File: config.mk
export PLATFORM = sky130hd
export DESIGN_NAME = oas_core
export DESIGN_NICKNAME = d
export VERILOG_FILES = /design/src/pkg/oas_pkg.sv /design/src/rtl/oas_core.sv
export SDC_FILE = /design/constraint.sdc
export NUM_CORES = 1
export LEC_CHECK = 0
export ABC_AREA = 1
export BUFFER_PORTS_ARGS = -buffer_cell sky130_fd_sc_hd__buf_2
export CELL_PAD_IN_SITES_DETAIL_PLACEMENT = 0
export CELL_PAD_IN_SITES_GLOBAL_PLACEMENT = 1
export CORE_MARGIN = 3
export CORE_UTILIZATION = 38
export CTS_CLUSTER_DIAMETER = 150
export DETAILED_ROUTE_END_ITERATION = 8
export PLACE_DENSITY = 0.89
export SYNTH_ARGS = -nofsm -noshare
export SYNTH_HDL_FRONTEND = slang
export SYNTH_SLANG_ARGS = --single-unit
File: constraint.sdc
create_clock -name core_clk -period 5.5 [get_ports core_clk]
set_input_delay 0.275 -clock core_clk [delete_from_list [all_inputs] [get_ports core_clk]]
set_output_delay 0.275 -clock core_clk [all_outputs]
set_load 0.005 [all_outputs]
File: src/pkg/oas_pkg.sv
// Constants and types shared by the operand addressing and status flag block
package oas_pkg;
  // Status word bit positions; the leftmost (bit 15) is flag 0
  localparam int FLAG_HI = 15;
  localparam int FLAG_LO = 9;
  localparam int MASK_HI = 3;
  localparam int MASK_LO = 0;
  localparam logic [15:0] STATUS_USED = 16'hfe0f;
  localparam logic [15:0] STATUS_RST = 16'h0000;

  // Operand lane masks; a byte lives in the left byte
  localparam logic [15:0] BYTE_MASK = 16'hff00;
  localparam logic [15:0] WORD_MASK = 16'hffff;
  localparam int BYTE_HI = 15;
  localparam int BYTE_LO = 8;
  localparam logic [16:0] ONE_WORD = 17'h00001;
  localparam logic [16:0] ONE_BYTE = 17'h00100;
  localparam logic [15:0] MOST_NEG = 16'h8000;
  localparam logic [15:0] ZERO16 = 16'h0000;

  // Auto-increment steps
  localparam logic [15:0] STEP_BYTE = 16'h0001;
  localparam logic [15:0] STEP_WORD = 16'h0002;

  // Serial bit base field inside workspace register 12
  localparam int BASE_HI = 14 - 2;
  localparam int BASE_LO = 1;
  localparam logic [3:0] REG_NONE = 4'h0;
  localparam logic [3:0] SER_MIN = 4'h1;
  localparam logic [3:0] SER_MAX = 4'h8;

  // Register port offsets
  localparam logic [3:0] ADR_STATUS = 4'h0;
  localparam logic [3:0] ADR_RESULT = 4'h1;
  localparam logic [3:0] ADR_EADDR = 4'h2;
  localparam logic [3:0] ADR_BITADR = 4'h3;
  localparam logic [3:0] ADR_PCTGT = 4'h4;

  typedef enum logic [1:0] {
    MODE_REG = 2'b00,
    MODE_IND = 2'b01,
    MODE_IDX = 2'b10,
    MODE_AUTO = 2'b11
  } oas_mode_e;

  typedef enum logic [4:0] {
    OP_NONE = 5'b00000, OP_ADD = 5'b00001, OP_SUB = 5'b00010,
    OP_CMP = 5'b00011, OP_CMPI = 5'b00100, OP_LOGIC = 5'b00101,
    OP_MOVE = 5'b00110, OP_COC = 5'b00111, OP_CZC = 5'b01000,
    OP_INC = 5'b01001, OP_DEC = 5'b01010, OP_NEG = 5'b01011,
    OP_ABS = 5'b01100, OP_SHL = 5'b01101, OP_SHR = 5'b01110,
    OP_DIV = 5'b01111, OP_TB = 5'b10000, OP_SERIAL = 5'b10001,
    OP_XOP = 5'b10010, OP_MASK_IMMEDIATE_LOAD = 5'b10011, OP_CONTEXT_RETURN_OP = 5'b10100
  } oas_op_e;
endpackage : oas_pkg

File: src/rtl/oas_core.sv
// Operand address generation and status word flag logic
`timescale 1ns/1ps
module oas_core (
  // Clock and reset
  input wire logic core_clk,
  input wire logic rst_n,
  // Operand address request
  input wire logic addrStb,
  input wire logic [1:0] modeSel,
  input wire logic immSel,
  input wire logic [3:0] regNum,
  input wire logic byteOp,
  input wire logic [15:0] wsVal,
  input wire logic [15:0] extWord,
  // Register result write
  input wire logic regWrStb,
  input wire logic [15:0] regNewVal,
  // Jump and serial bit address
  input wire logic jmpStb,
  input wire logic bitStb,
  input wire logic [7:0] dispVal,
  input wire logic [15:0] pcNext,
  input wire logic [15:0] baseReg,
  // Flag update request
  input wire logic execStb,
  input wire logic [4:0] execOp,
  input wire logic [15:0] srcVal,
  input wire logic [15:0] dstVal,
  input wire logic [15:0] resIn,
  input wire logic shiftOut,
  input wire logic msbChg,
  input wire logic serialIn,
  input wire logic [3:0] serCount,
  // Address results
  output logic [15:0] effAddrFf,
  output logic [15:0] operandFf,
  output logic opndRdyFf,
  output logic memRdFf,
  output logic extUsedFf,
  output logic wbEnFf,
  output logic [15:0] wbValFf,
  output logic [15:0] regOutFf,
  output logic pcLoadFf,
  output logic [15:0] pcTgtFf,
  output logic [11:0] bitAddrFf,
  // Status word
  output logic [15:0] statusFf,
  output logic [3:0] intMask,
  output logic [15:0] resultFf,
  // Register port
  input wire logic [3:0] regAddr,
  input wire logic [15:0] regWdata,
  input wire logic regWr,
  input wire logic regRd,
  output logic [15:0] regRdataFf
);

  // Flag set affected by each operation: lgt agt eq cy ov par xop
  function automatic logic [6:0] affMask(input logic [4:0] op, input logic isByte);
    logic [6:0] m;
    m = 7'h00;
    case (op)
      oas_pkg::OP_ADD, oas_pkg::OP_SUB: m = {5'h1f, isByte, 1'b0};
      oas_pkg::OP_INC, oas_pkg::OP_DEC,
      oas_pkg::OP_NEG, oas_pkg::OP_ABS,
      oas_pkg::OP_SHL: m = 7'h7c;
      oas_pkg::OP_SHR: m = 7'h78;
      oas_pkg::OP_CMP, oas_pkg::OP_LOGIC,
      oas_pkg::OP_MOVE: m = {5'h1c, isByte, 1'b0};
      oas_pkg::OP_CMPI: m = 7'h70;
      oas_pkg::OP_SERIAL: m = 7'h72;
      oas_pkg::OP_COC, oas_pkg::OP_CZC,
      oas_pkg::OP_TB: m = 7'h10;
      oas_pkg::OP_DIV: m = 7'h04;
      oas_pkg::OP_XOP: m = 7'h01;
      default: m = 7'h00;
    endcase
    return m;
  endfunction : affMask

  // ---------------- Operand addressing ----------------
  // register zero selects symbolic
  wire isSym = (modeSel == oas_pkg::MODE_IDX) && (regNum == oas_pkg::REG_NONE);
  wire [15:0] incStep = byteOp ? oas_pkg::STEP_BYTE : oas_pkg::STEP_WORD;
  wire [15:0] idxAddr = extWord + wsVal;
  wire isDirect = immSel || (modeSel == oas_pkg::MODE_REG);
  wire [15:0] eaSel = (modeSel == oas_pkg::MODE_IDX) ? (isSym ? extWord : idxAddr) :
                      (modeSel == oas_pkg::MODE_REG) ? oas_pkg::ZERO16 : wsVal;
  wire [15:0] opSel = immSel ? extWord : wsVal;
  wire isAuto = !immSel && (modeSel == oas_pkg::MODE_AUTO);
  wire usesExt = immSel || (modeSel == oas_pkg::MODE_IDX);
  wire [15:0] regMerge = byteOp ?
    {regNewVal[oas_pkg::BYTE_HI:oas_pkg::BYTE_LO], wsVal[oas_pkg::BYTE_LO-1:0]} : regNewVal;
  wire [15:0] jmpSum = pcNext + {{7{dispVal[7]}}, dispVal, 1'b0};
  wire [11:0] bitSum = baseReg[oas_pkg::BASE_HI:oas_pkg::BASE_LO] + {{4{dispVal[7]}}, dispVal};

  always_ff @(posedge core_clk) begin
    if (!rst_n) begin
      effAddrFf <= oas_pkg::ZERO16;
      operandFf <= oas_pkg::ZERO16;
      opndRdyFf <= 1'b0;
      memRdFf <= 1'b0;
      extUsedFf <= 1'b0;
      wbEnFf <= 1'b0;
      wbValFf <= oas_pkg::ZERO16;
    end else begin
      opndRdyFf <= addrStb && isDirect;
      memRdFf <= addrStb && !isDirect;
      extUsedFf <= addrStb && usesExt;
      wbEnFf <= addrStb && isAuto;
      if (addrStb) begin
        effAddrFf <= immSel ? oas_pkg::ZERO16 : eaSel;
        operandFf <= isDirect ? opSel : oas_pkg::ZERO16;
        wbValFf <= wsVal + incStep;
      end
    end
  end

  always_ff @(posedge core_clk) begin
    if (!rst_n) begin
      regOutFf <= oas_pkg::ZERO16;
      pcLoadFf <= 1'b0;
      pcTgtFf <= oas_pkg::ZERO16;
      bitAddrFf <= 12'h000;
    end else begin
      pcLoadFf <= jmpStb;
      if (regWrStb) regOutFf <= regMerge;
      if (jmpStb) pcTgtFf <= jmpSum;
      if (bitStb) bitAddrFf <= bitSum;
    end
  end

  // ---------------- Flag computation ----------------
  // byte indicator selects lane
  wire [15:0] laneMask = byteOp ? oas_pkg::BYTE_MASK : oas_pkg::WORD_MASK;
  wire [16:0] oneLsb = byteOp ? oas_pkg::ONE_BYTE : oas_pkg::ONE_WORD;
  wire [15:0] aOp = srcVal & laneMask;
  wire [15:0] bOp = dstVal & laneMask;
  wire [16:0] sumAB = {1'b0, aOp} + {1'b0, bOp};
  wire [16:0] difBA = {1'b0, bOp} + {1'b0, ~aOp & laneMask} + oneLsb;
  wire [16:0] difAB = {1'b0, aOp} + {1'b0, ~bOp & laneMask} + oneLsb;
  wire [16:0] negA = {1'b0, ~aOp & laneMask} + oneLsb;
  wire aMsb = aOp[15];
  wire bMsb = bOp[15];
  wire msbSame = (aMsb == bMsb);
  wire aZero = (aOp == oas_pkg::ZERO16);
  wire aMostNeg = (aOp == oas_pkg::MOST_NEG);
  logic [16:0] resFull;

  always_comb begin
    case (execOp)
      oas_pkg::OP_ADD, oas_pkg::OP_INC: resFull = sumAB;
      oas_pkg::OP_SUB, oas_pkg::OP_CMP,
      oas_pkg::OP_CMPI, oas_pkg::OP_DIV: resFull = difBA;
      oas_pkg::OP_DEC: resFull = difAB;
      oas_pkg::OP_NEG: resFull = negA;
      oas_pkg::OP_ABS: resFull = aMsb ? negA : {1'b0, aOp};
      oas_pkg::OP_SERIAL: resFull = {1'b0, aOp};
      default: resFull = {1'b0, resIn & laneMask};
    endcase
  end
  wire [15:0] resVal = resFull[15:0];
  wire resZero = (resVal == oas_pkg::ZERO16);
  wire isCmp = (execOp == oas_pkg::OP_CMP) || (execOp == oas_pkg::OP_CMPI);
  wire isAbs = (execOp == oas_pkg::OP_ABS);
  wire cmpLgt = (aMsb && !bMsb) || (msbSame && resVal[15]);
  wire cmpAgt = (!aMsb && bMsb) || (msbSame && resVal[15]);
  wire newLgt = isCmp ? cmpLgt : isAbs ? !aZero : !resZero;
  wire newAgt = isCmp ? cmpAgt : isAbs ? (!aMsb && !aZero) : (!resVal[15] && !resZero);
  logic newEq;
  logic newCy;
  logic newOv;
  logic newPar;
  always_comb begin
    case (execOp)
      oas_pkg::OP_CMP, oas_pkg::OP_CMPI: newEq = (aOp == bOp);
      oas_pkg::OP_COC: newEq = ((aOp & ~bOp) == oas_pkg::ZERO16);
      oas_pkg::OP_CZC: newEq = ((aOp & bOp) == oas_pkg::ZERO16);
      oas_pkg::OP_TB: newEq = serialIn;
      oas_pkg::OP_ABS: newEq = aZero;
      default: newEq = resZero;
    endcase
  end
  always_comb begin
    case (execOp)
      oas_pkg::OP_SHL, oas_pkg::OP_SHR: newCy = shiftOut;
      oas_pkg::OP_ABS: newCy = aMsb && resFull[16];
      default: newCy = resFull[16];
    endcase
  end
  always_comb begin
    case (execOp)
      oas_pkg::OP_ADD: newOv = msbSame && (resVal[15] != bMsb);
      oas_pkg::OP_SUB: newOv = !msbSame && (resVal[15] != bMsb);
      oas_pkg::OP_INC: newOv = !aMsb && resVal[15];
      oas_pkg::OP_DEC: newOv = aMsb && !resVal[15];
      oas_pkg::OP_SHL: newOv = msbChg;
      oas_pkg::OP_NEG, oas_pkg::OP_ABS: newOv = aMostNeg;
      oas_pkg::OP_DIV: newOv = (!aMsb && bMsb) || (msbSame && !resVal[15]);
      default: newOv = 1'b0;
    endcase
  end
  wire srcPar = ^srcVal[oas_pkg::BYTE_HI:oas_pkg::BYTE_LO];
  wire serOk = (serCount >= oas_pkg::SER_MIN) && (serCount <= oas_pkg::SER_MAX);
  always_comb begin
    case (execOp)
      oas_pkg::OP_CMP, oas_pkg::OP_MOVE: newPar = srcPar;
      oas_pkg::OP_SERIAL: newPar = serOk && srcPar;
      default: newPar = ^resVal[oas_pkg::BYTE_HI:oas_pkg::BYTE_LO];
    endcase
  end
  wire [6:0] newFlags = {newLgt, newAgt, newEq, newCy, newOv, newPar, 1'b1};
  wire [6:0] aff = affMask(execOp, byteOp);
  wire [6:0] oldFlags = statusFf[oas_pkg::FLAG_HI:oas_pkg::FLAG_LO];
  wire [6:0] mergedFlags = (oldFlags & ~aff) | (newFlags & aff);

  // ---------------- Status word ----------------
  logic [15:0] nxt_statusFf;
  always_comb begin
    nxt_statusFf = statusFf;
    if (execStb) begin
      case (execOp)
        oas_pkg::OP_MASK_IMMEDIATE_LOAD: nxt_statusFf[oas_pkg::MASK_HI:oas_pkg::MASK_LO] =
          dstVal[oas_pkg::MASK_HI:oas_pkg::MASK_LO];
        oas_pkg::OP_CONTEXT_RETURN_OP: nxt_statusFf = dstVal;
        default: nxt_statusFf[oas_pkg::FLAG_HI:oas_pkg::FLAG_LO] = mergedFlags;
      endcase
    end else if (regWr && (regAddr == oas_pkg::ADR_STATUS)) begin
      nxt_statusFf = regWdata;
    end
  end

  always_ff @(posedge core_clk) begin
    if (!rst_n) begin
      statusFf <= oas_pkg::STATUS_RST;
      resultFf <= oas_pkg::ZERO16;
    end else begin
      statusFf <= nxt_statusFf & oas_pkg::STATUS_USED;
      if (execStb) resultFf <= resVal;
    end
  end
  assign intMask = statusFf[oas_pkg::MASK_HI:oas_pkg::MASK_LO];
  // ---------------- Register port ----------------
  logic [15:0] rdSel;
  always_comb begin
    case (regAddr)
      oas_pkg::ADR_STATUS: rdSel = statusFf;
      oas_pkg::ADR_RESULT: rdSel = resultFf;
      oas_pkg::ADR_EADDR: rdSel = effAddrFf;
      oas_pkg::ADR_BITADR: rdSel = {4'h0, bitAddrFf};
      oas_pkg::ADR_PCTGT: rdSel = pcTgtFf;
      default: rdSel = oas_pkg::ZERO16;
    endcase
  end

  always_ff @(posedge core_clk) begin
    if (!rst_n) regRdataFf <= oas_pkg::ZERO16;
    else regRdataFf <= regRd ? rdSel : oas_pkg::ZERO16;
  end
endmodule : oas_core

-- After elaboration in Yosys (flattened, before gate mapping)
Index checks and enable logic that the tools add are counted.
- reduce and logical (&&, ||, !) cells: 58
- equality and inequality tests: 32
- mux-type cells: 27
- add/subtract/negate cells: 10
- bitwise gates (word level): 13
- order comparisons: 2
- operator list (operator ; number):
    16-bit two-way mux ; 8
    16-bit bitwise AND ; 7
    17-bit one-hot mux with 6 select lines ; 1
    16-bit one-hot mux with 5 select lines ; 1
    16-bit logical NOT ; 4
    7-bit one-hot mux with 9 select lines ; 1
    16-bit by 16-bit adder with 17-bit output ; 3
    5-bit by 4-bit equality test with 1-bit output (second input constant) ; 8
    17-bit by 9-bit adder with 17-bit output ; 2
    16-bit adder ; 2
    16-bit NOT ; 2
    5-bit equality test (second input constant) ; 5
    5-bit by 3-bit equality test with 1-bit output (second input constant) ; 4
    1-bit logical AND ; 20
    16-bit by 9-bit adder with 17-bit output ; 1
    17-bit two-way mux ; 1
    16-bit by 2-bit adder with 16-bit output ; 1
    16-bit equality test ; 1
    16-bit equality test (second input constant) ; 1
    8-bit two-way mux ; 2
    8-bit XOR reduction ; 2
    7-bit bitwise AND ; 2
    7-bit one-hot mux with 2 select lines ; 1
    2-bit OR reduction ; 7
    other kinds (31) ; 55
- output and inout bits: 149
- flip-flop bits (word level): 145
- input bits: 185
- logic and storage cells: 158

-- Depth between registers and ports, before layout
- word-level depth: 16
- mapped depth: 37

-- Worst setup path before layout
Ideal clock, no wire load.
- path kind: input to register
- start: input port byteOp
- end: register with a tool-made name
- stages: 23
- setup slack: 1.199 ns
- buffers on the path: 3
- arrival time: 4.168 ns
- cells stage by stage: buf_6 -> buf_1 -> buf_1 -> nor2_1 -> ha_1 -> or2_2 -> ha_1 -> fa_1 -> nand2_1 -> nand3_1 -> nand3b_1 -> nand2_1 -> a31oi_1 -> xor2_1 -> o211ai_1 -> or3_1 -> o21ai_2 -> ha_1 -> xor2_1 -> xnor2_1 -> a32o_1 -> nand3_1 -> a31oi_1
- RTL lines (item ; RTL line ; RTL):
    start: declaration ; oas_core.sv:12 ; input wire logic byteOp,

==> impl_metrics.prom <==
# TYPE chip_impl_metric gauge
chip_impl_info{name="run_status",value="finished, final reports clean"} 1
chip_impl_metric{name="post_route_cells_drive_above_1_share",unit="%"} 19.7
chip_impl_metric{name="headroom_to_the_max_slew_limit",unit="%"} 28.4
chip_impl_metric{name="ff_latch_area",unit="um^2"} 2800
chip_impl_metric{name="via_count",unit=""} 14900
chip_impl_metric{name="dieHeight",unit="um"} 190
chip_impl_metric{name="avgRoutedWirePerCell",unit="um"} 19.6
chip_impl_metric{name="syn_area",unit="um^2"} 12900
chip_impl_metric{name="routed_via_count_divided_by_cell_count",unit=""} 5.45
chip_impl_metric{name="buffer_count_from_post_cts_setup_fixing",unit=""} 0
chip_impl_metric{name="hpwl",unit="um"} 44200
chip_impl_info{name="timing.critical_path.max_delay_family",value="simple AND/OR/NAND/NOR gates"} 1
chip_impl_metric{name="fill_cells",unit=""} 3472
chip_impl_info{name="crit_path_end_kind",value="flip-flop"} 1
chip_impl_metric{name="report.final.slew_viol_count",unit=""} 0
chip_impl_metric{name="finalClockSkew",unit="ns"} 0.00683
chip_impl_metric{name="area_growth",unit="%"} 19.3
chip_impl_metric{name="worst_ep_required_time",unit="ns"} 5.82
chip_impl_metric{name="grt_start_max_net_pins",unit=""} 43
chip_impl_metric{name="min_path_cells",unit=""} 3
chip_impl_metric{name="p_leak",unit="nW"} 8.03
chip_impl_metric{name="detail_route.drc_violations",unit=""} 0
chip_impl_metric{name="hold_viol_final",unit=""} 0
chip_impl_metric{name="syn-instance-count",unit=""} 1995
chip_impl_metric{name="layout_min_cycle_time",unit="ns"} 4.59
chip_impl_metric{name="synth_seq_area_share",unit="%"} 21.7
chip_impl_metric{name="place.port_buffers",unit=""} 319
chip_impl_info{name="netlist_top_cells_count",value="sky130_fd_sc_hd__nand2_1 (361), sky130_fd_sc_hd__inv_1 (267), sky130_fd_sc_hd__nor2_1 (209)"} 1
chip_impl_metric{name="final-setup-viol-count",unit=""} 0
chip_impl_info{name="synth_top_flop_cell",value="sky130_fd_sc_hd__dfxtp_1"} 1
chip_impl_metric{name="design_power",unit="W"} 0.00346
chip_impl_metric{name="cp_max_fo",unit=""} 37
chip_impl_info{name="cp-start-kind",value="primary input"} 1
chip_impl_metric{name="initial_core_util",unit="%"} 39.1
chip_impl_metric{name="post_synth_num_cell_types",unit=""} 63
chip_impl_metric{name="ys_ff_latch",unit=""} 140
chip_impl_metric{name="gpl.final_weighted_congestion",unit=""} 0.982
chip_impl_metric{name="cts_hold_repair.buffers",unit=""} 0
chip_impl_metric{name="cts-resized-gates",unit=""} 0
chip_impl_info{name="crit_top_cell",value="sky130_fd_sc_hd__nand2_1"} 1
chip_impl_info{name="worst-setup-path-type",value="primary input to flip-flop"} 1
chip_impl_metric{name="via_count_of_the_first_global_routing_pass",unit=""} 13900
chip_impl_metric{name="cap_violations",unit=""} 0
chip_impl_metric{name="tritoncts.num_buffers",unit=""} 17
chip_impl_metric{name="clockBufferDepth",unit=""} 2
chip_impl_metric{name="reg2reg_depth",unit=""} 4
chip_impl_metric{name="clkSinkCount",unit=""} 140
chip_impl_metric{name="die_width",unit="um"} 190
chip_impl_metric{name="synth.avg_cell_area",unit="um^2"} 6.48
chip_impl_info{name="grt_setup_unrepaired",value="no"} 1
chip_impl_metric{name="post_detailed_routing_wire_length",unit="um"} 53500
chip_impl_metric{name="timing.critical_path.slowest_cell_delay",unit="ns"} 0.53
chip_impl_metric{name="total_area_of_multi_input_combinational_cells",unit="um^2"} 8730
chip_impl_metric{name="worst_skew_pair.late_latency",unit="ns"} 0.43
chip_impl_metric{name="netlist.area_leader.share",unit="%"} 21.7
chip_impl_metric{name="max_freq",unit="MHz"} 218
chip_impl_info{name="synth_top_cells_by_area",value="sky130_fd_sc_hd__dfxtp_1 (22%), sky130_fd_sc_hd__ha_1 (12%), sky130_fd_sc_hd__nand2_1 (10%)"} 1
chip_impl_metric{name="drt_pass1_iterations",unit=""} 7
chip_impl_metric{name="dieArea",unit="um^2"} 36300
chip_impl_metric{name="synthArstFlopShare",unit="%"} 0
chip_impl_info{name="tritoncts",value="built"} 1
chip_impl_metric{name="placeableCoreArea",unit="um^2"} 33000
chip_impl_metric{name="num_rows",unit=""} 66
chip_impl_metric{name="grtUsageTotal",unit="%"} 28.7
chip_impl_metric{name="cts_htree_levels",unit=""} 4
chip_impl_metric{name="detailedRoute.firstIterationViolations",unit=""} 1319
chip_impl_metric{name="fin_nets",unit=""} 2594
chip_impl_metric{name="vdd_ir_drop_max",unit="mV"} 0.213
chip_impl_metric{name="final_cells",unit=""} 2735
chip_impl_metric{name="num_io_pins",unit=""} 334
chip_impl_metric{name="globalRouteOverflowTotal",unit=""} 0
chip_impl_metric{name="layout_worst_path_cycle_share",unit="%"} 83.4
chip_impl_metric{name="synth_enable_flop_cells",unit=""} 0
chip_impl_metric{name="worst_slew_pin_slew",unit="ns"} 1.07
chip_impl_metric{name="post-place-cells",unit=""} 2702
chip_impl_info{name="timing.hold.worst.class",value="primary input to flip-flop"} 1
chip_impl_metric{name="totalNegativeSetupSlack",unit="ns"} 0
chip_impl_metric{name="worst-path-buf-inv",unit=""} 3
chip_impl_metric{name="power_density",unit="nW/um^2"} 224
chip_impl_info{name="critPathSlowestCell",value="sky130_fd_sc_hd__buf_2"} 1
chip_impl_metric{name="fin_worst_hold_slack",unit="ns"} 0.0645
chip_impl_metric{name="critPathArrivalTime",unit="ns"} 4.91
chip_impl_metric{name="global_route_wire_length_before_repair",unit="um"} 80600
chip_impl_metric{name="worstSetupPathDepth",unit=""} 30
chip_impl_info{name="root_buffer",value="sky130_fd_sc_hd__clkbuf_16"} 1
chip_impl_metric{name="route.antenna.remaining_nets",unit=""} 0
chip_impl_info{name="synth_area_leader_cell",value="sky130_fd_sc_hd__dfxtp_1"} 1
chip_impl_metric{name="antenna_found_initial",unit=""} 6
chip_impl_info{name="synthMostInstantiatedCell",value="sky130_fd_sc_hd__nand2_1"} 1
chip_impl_metric{name="yosysWarnings",unit=""} 0
chip_impl_metric{name="cts.clk_slew.worst_paths",unit="ns"} 0.06
[registers in the layout (all words and copies together), names as in the netlist, 5 cells and up, named ones only]
signal	flops
effAddrFf	16
operandFf	16
statusFf	5
pcTgtFf	16
regOutFf	16
wbValFf	16
resultFf	16
regRdataFf	16
bitAddrFf	12
[where the power goes]
| part | switching [W] | internal (W) | total, W |
|---|---|---|---|
| clock | 0.000500 | 0.000701 | 0.00120 |
| sequential | 0.0000639 | 0.00108 | 0.00115 |
| combinational | 0.000707 | 0.000401 | 0.00111 |
[per-layer routing]
layer	wire, um	track usage, %	vias up
met1	23000	38.1	6870
li1	-	-	7250
met2	23800	46.3	666
met3	4690	6.07	111
met5	80	0	-
met4	1930	9.99	12
[cell usage in the layout (no fill, tap or decap), drive strengths merged, types with 5 or more instances in the layout]
| cell | instances |
|---|---|
| nand2 | 383 |
| inv | 286 |
| o22ai | 19 |
| conb | 5 |
| o21a | 6 |
| nor4 | 15 |
| o21ai | 183 |
| fa | 9 |
| o211ai | 21 |
| buf | 325 |
| nor2 | 230 |
| or2 | 13 |
| o31ai | 5 |
| nor3 | 22 |
| clkinv | 9 |
| a221oi | 14 |
| xnor2 | 11 |
| nand3b | 7 |
| o21bai | 10 |
| nand3 | 148 |
| nand4 | 24 |
| xor2 | 35 |
| a21oi | 163 |
| clkbuf | 19 |
| o2111ai | 11 |
| a211oi | 13 |
| dfxtp | 140 |
| ha | 121 |
| a31oi | 16 |
[logic make-up (layout without fill, tap and decap cells)]
group                    after synthesis  in the layout  share of synthesized area (%)
AND/OR/NAND/NOR                      846            846                           29.5
adder cells (fa/ha/maj)              130            130                           13.1
flip-flops                           140            140                           21.7
other                                  1              6                         0.0290
buffers and inverters                351            644                           11.0
AO/OA/AOI/OAI                        477            477                           21.3
multiplexers                           4              4                          0.310
XOR/XNOR                              46             46                           3.12
[worst reg2reg max path, cell delays in order, from the launching register on]
cell,delay (ns)
sky130_fd_sc_hd__dfxtp_1,0.41
sky130_fd_sc_hd__inv_1,0.09
sky130_fd_sc_hd__o22ai_1,0.31
sky130_fd_sc_hd__a221oi_1,0.09
sky130_fd_sc_hd__nor2_1,0.20
[area by class of cell]
| cell class | count | area share, % |
|---|---|---|
| Antenna cell | 1 | 0.0162 |
| Clock buffer | 19 | 2.94 |
| Clock inverter | 13 | 0.990 |
| Inverter | 287 | 7.07 |
| Multi-Input combinational cell | 1508 | 56.6 |
| Sequential cell | 140 | 18.2 |
| Tap cell | 442 | 3.59 |
| Timing Repair Buffer | 325 | 10.6 |
[worst paths after layout]
kind,from,slack [ns],to
max reg2reg,resultFf[5],4.32,regRdataFf[5]
max,byteOp,0.91,flip-flop
min,regNewVal[9],0.06,regOutFf[9]
min reg2reg,operandFf[0],0.45,operandFf[0]
[through the flow]
stage	setup WS, ns	utilization, %	area [um^2]
floorplan	1.20	-	12900
global placement	0.613	44.9	14800
detailed placement	0.550	44.9	14800
CTS	0.991	46.7	15400
global route	0.461	46.7	15400
finish	0.913	46.7	15400
Note: power is estimated with default switching activity, not from simulation.
